[src/pkg/tmc_map.svh]
// Behaviour
// - Select one of eight tape drives from four dual transport units.
// - Split each 6-bit byte into two 3-bit groups; rejoin them when reading.
// - Five channels: three data, timing and mark, each on redundant tracks.
// - Negative timing transition loads the write buffer only while writing.
// - Positive timing transition flips write current on all heads while writing.
// - Positive timing transition samples data and mark reads while reading.
// - A sampled positive transition stores one, anything else stores zero.
// - Mark codes are serial, six consecutive bit positions per code.
// - Reverse motion presents codes bit-reversed and inverted.
// - One recognizer serves both directions through the symmetric code set.
// - Mark bits shift into a register compared against the valid codes.
// - Only the spacer code matches at partial positions; match every shift.
// - Regain mark alignment from any start point without a sync procedure.
// - A 36-bit word spans 12 tape positions beside two mark codes.
// - An 18-bit inter-block slot carries a single mark code.
// - Standard labels run 1 to octal 1100, dummies 0 and octal 1101.
// - A block label sits beside spacer octal 25 then terminator octal 26.
// - The terminator code marks completion of the label transfer.
// - The spacer triggers no action in either direction.
// - Spacer repeats closer than six positions are not errors.
// - Label capture is armed by the sync code inside the preceding block.
// - Block length comes from the mark channel, never from fixed logic.
// - Inside a block a valid code must appear every six mark positions.
`ifndef TMC_MAP_SVH
`define TMC_MAP_SVH
`define TMC_UNITS        8
`define TMC_UNIT_W       3
`define TMC_GRP_W        3
`define TMC_BYTE_W       6
`define TMC_CODE_W       6
`define TMC_MARK_POS     3'h6
`define TMC_LABEL_W      36
`define TMC_FIFO_DEPTH   16
`define TMC_PRIME_W      3
`define TMC_CODE_RDE     6'h08
`define TMC_CODE_FEND    6'h12
`define TMC_CODE_SPACE   6'h15
`define TMC_CODE_LEND    6'h16
`define TMC_CODE_DSYNC   6'h1A
`define TMC_CODE_RLEND   6'h25
`define TMC_CODE_LSYNC   6'h29
`define TMC_CODE_REND    6'h2D
`define TMC_CODE_DMARK   6'h38
`define TMC_CODE_FDE     6'h3B
`define TMC_LABEL_FIRST  36'h000000001
`define TMC_LABEL_LAST   36'h000000240
`endif

[src/pkg/tmc_pkg.sv]
`include "tmc_map.svh"
package tmc_pkg;
    typedef struct packed {
        logic                  tim;
        logic                  mark;
        logic [`TMC_GRP_W-1:0] data;
    } tmc_trk_t;

    typedef struct packed {
        logic                   valid;
        logic [`TMC_CODE_W-1:0] code;
    } tmc_mark_t;

    typedef enum logic [2:0] {
        TMC_IDLE  = 3'h1,
        TMC_READ  = 3'h2,
        TMC_WRITE = 3'h4
    } tmc_mode_t;
endpackage : tmc_pkg

[src/core/tmc_codec.sv]
`timescale 1ns/10ps
`default_nettype none
`include "tmc_map.svh"

module tmc_fifo #(
    parameter int WIDTH = 6,
    parameter int DEPTH = 16
) (
    input  wire logic             i_ref_clk,
    input  wire logic             i_rst,
    input  wire logic             i_in_valid,
    output logic                  o_in_ready,
    input  wire logic [WIDTH-1:0] i_in_data,
    output logic                  o_out_valid,
    input  wire logic             i_out_ready,
    output logic [WIDTH-1:0]      o_out_data
);
    localparam int AW = $clog2(DEPTH);
    logic [WIDTH-1:0] mem [DEPTH];
    logic [AW-1:0]    wptr_r;
    logic [AW-1:0]    rptr_r;
    logic [AW:0]      cnt_r;
    logic [AW:0]      cnt_nxt;
    logic             full_r;
    logic             empty_r;
    logic             in_rdy_r;
    wire              push = i_in_valid && !full_r;
    wire              pop  = i_out_ready && !empty_r;

    assign cnt_nxt     = cnt_r + (AW+1)'(push) - (AW+1)'(pop);
    assign o_in_ready  = in_rdy_r;
    assign o_out_valid = !empty_r;
    assign o_out_data  = mem[rptr_r];

    always_ff @(posedge i_ref_clk)
    begin
        if (push)
            mem[wptr_r] <= i_in_data;
    end

    always_ff @(posedge i_ref_clk or posedge i_rst)
    begin
        if (i_rst)
        begin
            wptr_r  <= '0;
            rptr_r  <= '0;
            cnt_r   <= '0;
            full_r  <= 1'b0;
            empty_r <= 1'b1;
            in_rdy_r <= 1'b1;
        end
        else
        begin
            wptr_r  <= wptr_r + AW'(push);
            rptr_r  <= rptr_r + AW'(pop);
            cnt_r   <= cnt_nxt;
            full_r  <= (cnt_nxt == (AW+1)'(DEPTH));
            empty_r <= (cnt_nxt == '0);
            in_rdy_r <= (cnt_nxt != (AW+1)'(DEPTH));
        end
    end
endmodule : tmc_fifo

module tmc_codec
    import tmc_pkg::*;
(
    input  wire logic                   i_ref_clk,
    input  wire logic                   i_rst,
    input  wire logic [`TMC_UNIT_W-1:0] i_unit,
    input  wire logic                   i_select,
    input  wire logic                   i_go,
    input  wire logic                   i_write,
    input  wire tmc_trk_t               i_trk,
    output logic [`TMC_UNITS-1:0]       o_unit_sel,
    output logic [`TMC_GRP_W-1:0]       o_wr_cur,
    output logic                        o_wr_en,
    input  wire logic                   i_wb_valid,
    output logic                        o_wb_ready,
    input  wire logic [`TMC_BYTE_W-1:0] i_wb_data,
    output logic                        o_underrun,
    output logic                        o_rd_valid,
    output logic [`TMC_BYTE_W-1:0]      o_rd_byte,
    output tmc_mark_t                   o_mark,
    output logic                        o_aligned,
    output logic                        o_mark_err,
    output logic                        o_label_done,
    output logic [`TMC_LABEL_W-1:0]     o_label,
    output logic                        o_label_std
);
    // Membership in the symmetric code set
    function automatic logic is_mark(input logic [`TMC_CODE_W-1:0] c);
        case (c)
            `TMC_CODE_RDE, `TMC_CODE_FEND, `TMC_CODE_SPACE, `TMC_CODE_LEND,
            `TMC_CODE_DSYNC, `TMC_CODE_RLEND, `TMC_CODE_LSYNC, `TMC_CODE_REND,
            `TMC_CODE_DMARK, `TMC_CODE_FDE:
                is_mark = 1'b1;
            default:
                is_mark = 1'b0;
        endcase
    endfunction : is_mark

    // Pin synchronisers
    tmc_trk_t trk_m_r;
    tmc_trk_t trk_s_r;
    logic     tim_d_r;
    // Edges stay masked until the synchroniser holds real pin levels
    logic [`TMC_PRIME_W-1:0] prime_r;
    wire                     primed = prime_r[`TMC_PRIME_W-1];

    always_ff @(posedge i_ref_clk or posedge i_rst)
    begin
        if (i_rst)
        begin
            trk_m_r <= '0;
            trk_s_r <= '0;
            tim_d_r <= 1'b0;
            prime_r <= '0;
        end
        else
        begin
            trk_m_r <= i_trk;
            trk_s_r <= trk_m_r;
            tim_d_r <= trk_s_r.tim;
            prime_r <= {prime_r[`TMC_PRIME_W-2:0], 1'b1};
        end
    end

    wire tim_pos = primed && trk_s_r.tim && !tim_d_r;
    wire tim_neg = primed && !trk_s_r.tim && tim_d_r;

    // Mode
    tmc_mode_t mode_r;
    tmc_mode_t mode_nxt;
    assign mode_nxt = !i_go    ? TMC_IDLE :
                      i_write  ? TMC_WRITE : TMC_READ;
    wire rd_mode = (mode_r == TMC_READ);
    wire wr_mode = (mode_r == TMC_WRITE);

    always_ff @(posedge i_ref_clk or posedge i_rst)
    begin
        if (i_rst)
            mode_r <= TMC_IDLE;
        else
            mode_r <= mode_nxt;
    end

    // Drive selection
    always_ff @(posedge i_ref_clk or posedge i_rst)
    begin
        if (i_rst)
            o_unit_sel <= '0;
        else
            o_unit_sel <= i_select ? (`TMC_UNITS'(1) << i_unit) : '0;
    end

    // Write path
    logic                    fifo_valid;
    logic [`TMC_BYTE_W-1:0]  fifo_data;
    logic                    hi_done_r;
    wire                     wr_load = wr_mode && tim_neg;
    wire                     wr_pop  = wr_load && hi_done_r;
    wire [`TMC_GRP_W-1:0]    wr_next = !fifo_valid ? '0 :
                                       hi_done_r ? fifo_data[`TMC_GRP_W-1:0]
                                                 : fifo_data[`TMC_BYTE_W-1:`TMC_GRP_W];

    tmc_fifo #(
        .WIDTH (`TMC_BYTE_W),
        .DEPTH (`TMC_FIFO_DEPTH)
    ) u_fifo (
        .i_ref_clk   (i_ref_clk),
        .i_rst       (i_rst),
        .i_in_valid  (i_wb_valid),
        .o_in_ready  (o_wb_ready),
        .i_in_data   (i_wb_data),
        .o_out_valid (fifo_valid),
        .i_out_ready (wr_pop),
        .o_out_data  (fifo_data)
    );

    always_ff @(posedge i_ref_clk or posedge i_rst)
    begin
        if (i_rst)
        begin
            hi_done_r  <= 1'b0;
            o_wr_cur   <= '0;
            o_wr_en    <= 1'b0;
            o_underrun <= 1'b0;
        end
        else
        begin
            o_wr_en    <= wr_mode;
            o_underrun <= wr_load && !fifo_valid;
            if (!wr_mode)
                hi_done_r <= 1'b0;
            else if (wr_load && fifo_valid)
                hi_done_r <= !hi_done_r;
            if (wr_load)
            begin
                o_wr_cur <= ~wr_next;
            end
            else if (wr_mode && tim_pos)
                o_wr_cur <= ~o_wr_cur;
        end
    end

    // Read sampling
    wire rd_strobe = rd_mode && tim_pos;
    logic [`TMC_GRP_W-1:0]   rhi_r;
    logic                    rhalf_r;
    logic [`TMC_CODE_W-1:0]  shift_r;
    logic [`TMC_LABEL_W-1:0] lshift_r;
    wire  [`TMC_CODE_W-1:0]  shift_nxt = {shift_r[`TMC_CODE_W-2:0], trk_s_r.mark};
    wire                     hit       = rd_strobe && is_mark(shift_nxt);
    wire                     is_space  = (shift_nxt == `TMC_CODE_SPACE);
    wire                     frame_hit = hit && !is_space;
    wire  [`TMC_LABEL_W-1:0] lab_nxt   = {lshift_r[`TMC_LABEL_W-`TMC_GRP_W-1:0], trk_s_r.data};

    always_ff @(posedge i_ref_clk or posedge i_rst)
    begin
        if (i_rst)
        begin
            rhi_r      <= '0;
            rhalf_r    <= 1'b0;
            shift_r    <= '0;
            lshift_r   <= '0;
            o_rd_valid <= 1'b0;
            o_rd_byte  <= '0;
        end
        else
        begin
            o_rd_valid <= rd_strobe && rhalf_r && !frame_hit;
            if (rd_strobe)
            begin
                shift_r  <= shift_nxt;
                lshift_r <= lab_nxt;
                if (frame_hit)
                    rhalf_r <= 1'b0;
                else
                    rhalf_r <= !rhalf_r;
                if (!rhalf_r)
                    rhi_r <= trk_s_r.data;
                else
                    o_rd_byte <= {rhi_r, trk_s_r.data};
            end
        end
    end

    // Alignment and six-position check
    logic [2:0] pos_r;
    logic       armed_r;

    always_ff @(posedge i_ref_clk or posedge i_rst)
    begin
        if (i_rst)
        begin
            pos_r        <= '0;
            o_aligned    <= 1'b0;
            o_mark_err   <= 1'b0;
            o_mark       <= '0;
            armed_r      <= 1'b0;
            o_label_done <= 1'b0;
            o_label      <= '0;
            o_label_std  <= 1'b0;
        end
        else
        begin
            o_mark.valid <= hit;
            if (hit)
                o_mark.code <= shift_nxt;
            o_mark_err   <= 1'b0;
            o_label_done <= 1'b0;
            if (!rd_mode)
            begin
                o_aligned <= 1'b0;
                pos_r     <= '0;
                armed_r   <= 1'b0;
            end
            else if (rd_strobe)
            begin
                if (frame_hit)
                begin
                    o_aligned <= 1'b1;
                    pos_r     <= '0;
                end
                else if (hit)
                    pos_r <= '0;
                else if (pos_r == `TMC_MARK_POS - 3'h1)
                begin
                    pos_r      <= '0;
                    o_mark_err <= o_aligned;
                end
                else
                    pos_r <= pos_r + 3'h1;
                if (hit && shift_nxt == `TMC_CODE_LSYNC)
                    armed_r <= 1'b1;
                if (hit && shift_nxt == `TMC_CODE_LEND)
                begin
                    armed_r      <= 1'b0;
                    o_label_done <= armed_r;
                    if (armed_r)
                    begin
                        o_label     <= lab_nxt;
                        o_label_std <= (lab_nxt >= `TMC_LABEL_FIRST) && (lab_nxt <= `TMC_LABEL_LAST);
                    end
                end
            end
        end
    end
endmodule : tmc_codec

`default_nettype wire

[config.mk]
export PLATFORM = sky130hd
export DESIGN_NAME = tmc_codec
export DESIGN_NICKNAME = d
export VERILOG_FILES = /design/src/pkg/tmc_pkg.sv /design/src/core/tmc_codec.sv
export VERILOG_INCLUDE_DIRS = /design/src /design/src/pkg
export SDC_FILE = /design/constraint.sdc
export NUM_CORES = 1
export LEC_CHECK = 0
export BUFFER_PORTS_ARGS = -buffer_cell sky130_fd_sc_hd__buf_2
export CAP_MARGIN = 25
export CORE_MARGIN = 1.5
export CORE_UTILIZATION = 35
export CTS_BUF_LIST = sky130_fd_sc_hd__clkbuf_16
export CTS_CLUSTER_SIZE = 12
export DETAILED_ROUTE_END_ITERATION = 10
export SLEW_MARGIN = 20
export SYNTH_ARGS = -nofsm -noshare
export SYNTH_HDL_FRONTEND = slang
export SYNTH_SLANG_ARGS = --single-unit
[constraint.sdc]
create_clock -name i_ref_clk -period 12.05 [get_ports i_ref_clk]
set_input_delay 0.6025 -clock i_ref_clk [delete_from_list [all_inputs] [get_ports i_ref_clk]]
set_output_delay 0.6025 -clock i_ref_clk [all_outputs]
set_load 0.01 [all_outputs]
# [Yosys cells after proc, flatten, opt, wreduce, memory -nomap -nowiden]
# Memories as Yosys holds them, arrays and structs flattened.
# Index checks and enable logic that the tools add are counted.
[word_totals] regBits=147 ramBits=96 input_bits=20 output_inout_bits=68 elab_cells=134 memories=1
[op_classes] n_addsub=5 order_cmp=2 eq_ne=19 shift=1 n_mux=33 bitwise_logic=3 reduce_logical=35
[memory_table] name="u_fifo.mem" words=16 width=6 read_ports=1 rd_ports_with_merged_regs=0 wr=1 line_no="tmc_codec.sv:19" rtl="logic [WIDTH-1:0] mem [DEPTH];"
[ops] cell="greater-or-equal comparator 36 x 1 -> 1 bit (second input constant)" n=1
[ops] cell="<= comparator 36 x 10 -> 1 bit (second input constant)" n=1
[ops] cell="2-to-1 mux 3 bit" n=11
[ops] cell="== test 6 bit (second input constant)" n=5
[ops] cell="== test 6 x 5 -> 1 bit (second input constant)" n=4
[ops] cell="2-to-1 mux 1 bit" n=21
[ops] cell="logical AND 1 bit" n=19
[ops] cell="OR reduction 10 bit" n=1
[ops] cell="adder 4 x 1 -> 4 bit" n=2
[ops] cell="logical NOT 1 bit" n=8
[ops] cell="2-to-1 mux 8 bit" n=1
[ops] cell="AND reduction 2 bit" n=4
[ops] cell="<< shifter 1 x 3 -> 8 bit (first input constant)" n=1
[ops] cell="== test 3 bit (second input constant)" n=2
[ops] cell="== test 6 x 4 -> 1 bit (second input constant)" n=1
[ops] cell="!= test 2 x 1 -> 1 bit (second input constant)" n=3
[ops] cell="NOT 3 bit" n=2
[ops] cell="adder 5 x 1 -> 5 bit" n=1
[ops] cell="== test 5 bit (second input constant)" n=1
[ops] cell="logical NOT 5 bit" n=1
[ops] cell="!= test 5 bit (second input constant)" n=1
[ops] cell="subtractor 5 x 1 -> 5 bit" n=1
[ops] cell="AND reduction 4 bit" n=1
[ops] cell="adder 3 x 1 -> 3 bit (second input constant)" n=1
[ops] cell="4 further kinds" n=4

# [Logic depth before layout (Yosys ltp)]
[logic_depth] ltp_word=9 mapped_depth=14 mapped_depth_nobuf=13

# [Modules after synthesis]
# A second synthesis with hierarchy kept.
[unflattened] hier_cells=670 area_unflattened_um2=9615.5
[modules_own_cells] module="tmc_codec" instances=1 cells_per_inst=435 area_per_inst_um2=5094.9 seq_area_each_um2=3279.4
[modules_own_cells] module="tmc_fifo" instances=1 cells_per_inst=235 area_per_inst_um2=4520.6 seq_area_each_um2=3285.7

# [Worst setup path after synthesis]
# Ideal clock, no wire load.
[synth_timing] path_kind="register -> register" from="reg mode_r[1]" to="reg u_fifo.in_rdy_r (netlist: u_fifo.o_in_ready)" setup_ps=85 arrival_time_ps=2841 t_required_ps=11965 setup_slack_ps=9124 stages_incl_launch_ff=13 path_buffers=1 synth_period_minus_slack_ps=2926 path_cell_list="dfrtp_1 -> nor3b_1 -> and2_1 -> and3_1 -> clkbuf_1 -> ha_1 -> inv_1 -> ha_1 -> inv_1 -> fa_1 -> inv_1 -> or4_1 -> nand2b_1"
[synth_between] elab_chain_len=6
[synth_rtl] element="start, declared" line_no="tmc_codec.sv:132" rtl="tmc_mode_t mode_r;"
[synth_rtl] element="start signal, assigned" line_no="tmc_codec.sv:144" rtl="mode_r <= mode_nxt;"
[synth_rtl] element="== test 3 bit" line_no="tmc_codec.sv:137" rtl="wire wr_mode = (mode_r == TMC_WRITE);"
[synth_rtl] element="named net wr_mode" line_no="tmc_codec.sv:137"
[synth_rtl] element="logical AND 1 bit" line_no="tmc_codec.sv:160" rtl="wire wr_load = wr_mode && tim_neg;"
[synth_rtl] element="logical AND 1 bit" line_no="tmc_codec.sv:161" rtl="wire wr_pop = wr_load && hi_done_r;"
[synth_rtl] element="logical AND 1 bit" line_no="tmc_codec.sv:28" rtl="wire pop = i_out_ready && !empty_r;"
[synth_rtl] element="subtractor 5 x 1 -> 5 bit" line_no="tmc_codec.sv:30" rtl="assign cnt_nxt = cnt_r + (AW+1)'(push) - (AW+1)'(pop);"
[synth_rtl] element="named net u_fifo.cnt_nxt[1]" line_no="tmc_codec.sv:23" rtl="logic [AW:0] cnt_nxt;"
[synth_rtl] element="!= test 5 bit" line_no="tmc_codec.sv:59" rtl="in_rdy_r <= (cnt_nxt != (AW+1)'(DEPTH));"
[synth_rtl] element="end signal, assigned" line_no="tmc_codec.sv:59"
[synth_rtl] element="end, declared" line_no="tmc_codec.sv:26" rtl="logic in_rdy_r;"
# The timed path passes the listed nets, and every way through them passes these cells.
# A chain may end at the register's enable or synchronous reset.

# [Worst setup path after layout]
# Same ends and word-level chain as after synthesis.

==> impl_results.md <==
* Die H at 168 um
* Post-CTS setup buffer count at 0
* GRT Util Overall at 0.134
* FF-to-FF path depth at 11
* Fmax at 321 MHz
* Simple-Gate Fraction of Synth Area at 0.116
* Synth Area in Compound Gates at 0.0272
* Tmin final at 3.12 ns
* Multiplexer share of the synthesized area at 0.130
* RePlAce Congestion at 0.752
* Syn avg cell area at 14.6 um^2
* Final setup vio count at 0
* Vias in the first global route at 5394
* Tightest Hold Check Type: in2async
* Hpwl dp at 12.2 mm
* Starting Density at 0.356
* Max rail drop VDD at 0.000101 V
* FFs w/ async S/R, synth at 0.605
* # IOs at 88
* DRT iter0 DRCs at 388
* Area Growth Syn to Fin at 16.8%
* Worst Setup Start Kind: register
* Leakage at 5.03 nW
* Combinational share of power at 0.102
* Core area at 0.0269 mm^2
* Worst Slack Setup Final at 8.93 ns
* Sequential area share after synthesis at 0.686
* Crit path kind: reg2reg
* Initial antenna violation count at 0
* Detailed-router iteration count before antenna repair at 4
* CP peak stage delay at 0.52 ns
* Final wirelength at 18.8 mm
* R2r setup slk at 8.93 ns
* Slew Limit Fails at 0
* Largest net degree at the start of global routing at 75
* Share of cells above drive strength 1 at 0.286
* Mapped Area at 0.00957 mm^2
* CTS Buf Count at 27
* DR DRC count at 0
* Clock tree buffer depth at 3
* Crit end category: register
* Cell variety after synth at 62
* DR vias/cell at 4.82
* Cell total after placement at 1064
* Met3 Usage GRT at 0.0244
* Slowest CP cell: or4_1
* Hold Vio Cnt, Final at 0
* Post-CTS Resized at 0
* Syn. warnings at 0
* WL per Instance at 16.9 um
* RSZ-0062 raised after global routing: no
* Syn_nets at 685
* Post-synth top area share at 0.376
* Net switching power at 0.476 mW
* Cells after synthesis at 656
* Sequential cell fraction of total power at 0.510
* Worst-path maximum fanout at 7
* Switch share at 0.248
* Post-synth EDFFs at 96
* Synth area leader: dfrtp_1
* Clock-pin transition on the worst setup and hold timing paths at 0.06 ns
* Final period utilization at 0.259
* Tightest Pin Transition at 1.01 ns
* Post-synth top flop: dfrtp_1
* Num rows at 60
* Clock Skews at 0.0189 ns
* GR Util met1 at 0.179
* Synth Area in XOR/XNOR at 0.0101
* Final #Nets at 783
* Htree depth at 1
* Max cap viols at 0
* Capture point of the worst reg-to-reg path: u_fifo.o_in_ready
* Overall power at 1.92 mW
* Grt peak-use layer: met2
* Outcome: finished, final reports clean
* Congestion Overflow GR at 0
* Worst EP required at 12.50 ns
* Hold buffers post-CTS at 0
* Flops & latches, synth at 243
* Total clock sinks at 243
* Clk root buf: clkbuf_16
* Worst skew pair latency at 0.53 ns
* Top-count cell post-synth: dfrtp_1
* Die W at 168 um
* Internal power at 1.44 mW
* GR Util met2 at 0.222
* Via count at 5379
* Clock share of power at 0.388
* CTS tree: yes
* Total Neg Setup Slack at 0 ns
* Main combinational cell family by area after synthesis: multiplexers
* Synth area leaders: dfrtp_1 (38%), edfxtp_1 (30%), mux2_2 (6.5%)
* Finished Layout Cells at 1116
* Crit path DAT at 3.57 ns
* Hold WS at 0.156 ns
* Diodes inserted at 0
* Rel. slew slack at 0.321
* Worst path cell trace: nor3b_1 > and2_1 > and3_1 > ha_1 > inv_1 > ha_1 > inv_1 > fa_1 > xnor2_1 > or4_1 > nand2b_1
* First-pass GRT wire length at 29.8 mm
* Reg-to-reg startpoint: mode_r[1]
* Routed Antenna Nets at 0
* Cell Pwr Density at 172 mW/mm^2
* Pre-CTS WS at 8.89 ns
* Adder-Cell Fraction of Synth Area at 0.0125
* Die area at 0.0283 mm^2
* Top cells by count, synth: dfrtp_1 (144), nand2_1 (132), edfxtp_1 (96)
* I/O Buffers at 87
power groups by stage:
stage / clock network (mW) / registers (mW) / logic [mW]
final: 0.745 / 0.980 / 0.196
after detailed placement: 0 / 0.995 / 0.201
after global routing: 0.798 / 0.986 / 0.221
after floorplan: 0 / 0.981 / 0.145
after global placement: 0 / 0.995 / 0.196
after CTS: 0.766 / 0.980 / 0.200
layer usage:
metal,vias to the layer above,part of all wire
li1,2548,-
met1,2678,0.45
met2,117,0.48
met3,36,0.046
met4,0,0.029
met5,-,0
worst max-delay path: cells and delay by family (launching register included):
| family | cells | cell delay [ns] |
|---|---|---|
| XOR/XNOR | 1 | 0.15 |
| adder cells (fa/ha/maj) | 3 | 0.82 |
| buffers and inverters | 2 | 0.11 |
| flip-flops | 1 | 0.39 |
| AND/OR/NAND/NOR | 5 | 1.56 |
state kept, by name, indices dropped and copies added, names as in the netlist, 3 cells and up:
register / count
lab_nxt: 3
lshift_r: 33
mode_r: 3
o_label: 36
o_mark: 7
o_rd_byte: 6
o_unit_sel: 8
o_wr_cur: 3
pos_r: 3
prime_r: 3
rhi_r: 3
shift_r: 5
trk_m_r: 5
u_fifo.cnt_r: 5
u_fifo.mem: 96
u_fifo.rptr_r: 4
u_fifo.wptr_r: 4
cell families after synthesis:
group | after synthesis
flops | 243
simple gates | 232
mux | 87
buf+inv | 38
compound gates | 35
xor+xnor | 11
fa+ha+maj | 9
other cells | 1
per-stage QoR:
step	util	area, um^2
6_report	0.416	11200
4_1_cts	0.416	11200
3_5_place_dp	0.385	10400
5_1_grt	0.416	11200
2_1_floorplan	-	9570
3_3_place_gp	0.385	10400
cell type report:
type	count	area (um^2)
repair buffers	95	490
fillers	2479	15700
flip-flops and latches	243	6570
multi-input cells	375	2830
inverters	12	50.0
clock inverters	23	136
clock buffers	27	676
well taps	341	427
how the worst max path moves through the flow:
stage / startpoint / slack (ns) / end / cells past startpoint
2_1_floorplan: i_rst / 7.50 / armed_r / 1
3_3_place_gp: mode_r[1] / 9.00 / u_fifo.o_in_ready / 11
3_5_place_dp: mode_r[1] / 8.89 / u_fifo.o_in_ready / 11
4_1_cts: mode_r[1] / 8.89 / u_fifo.o_in_ready / 11
5_1_grt: mode_r[1] / 8.65 / u_fifo.o_in_ready / 11
6_report: mode_r[1] / 8.93 / u_fifo.o_in_ready / 11
placed cells by master (no fill, tap or decap), drive strengths merged, types with 9 or more instances in the layout:
cell type / n
buf: 93
nor3: 9
dfrtp: 144
clkbuf: 29
mux2: 57
inv: 27
mux4: 24
nand2: 132
nor2: 30
edfxtp: 96
nor4: 9
No activity file was read; power rests on OpenSTA's default activity.
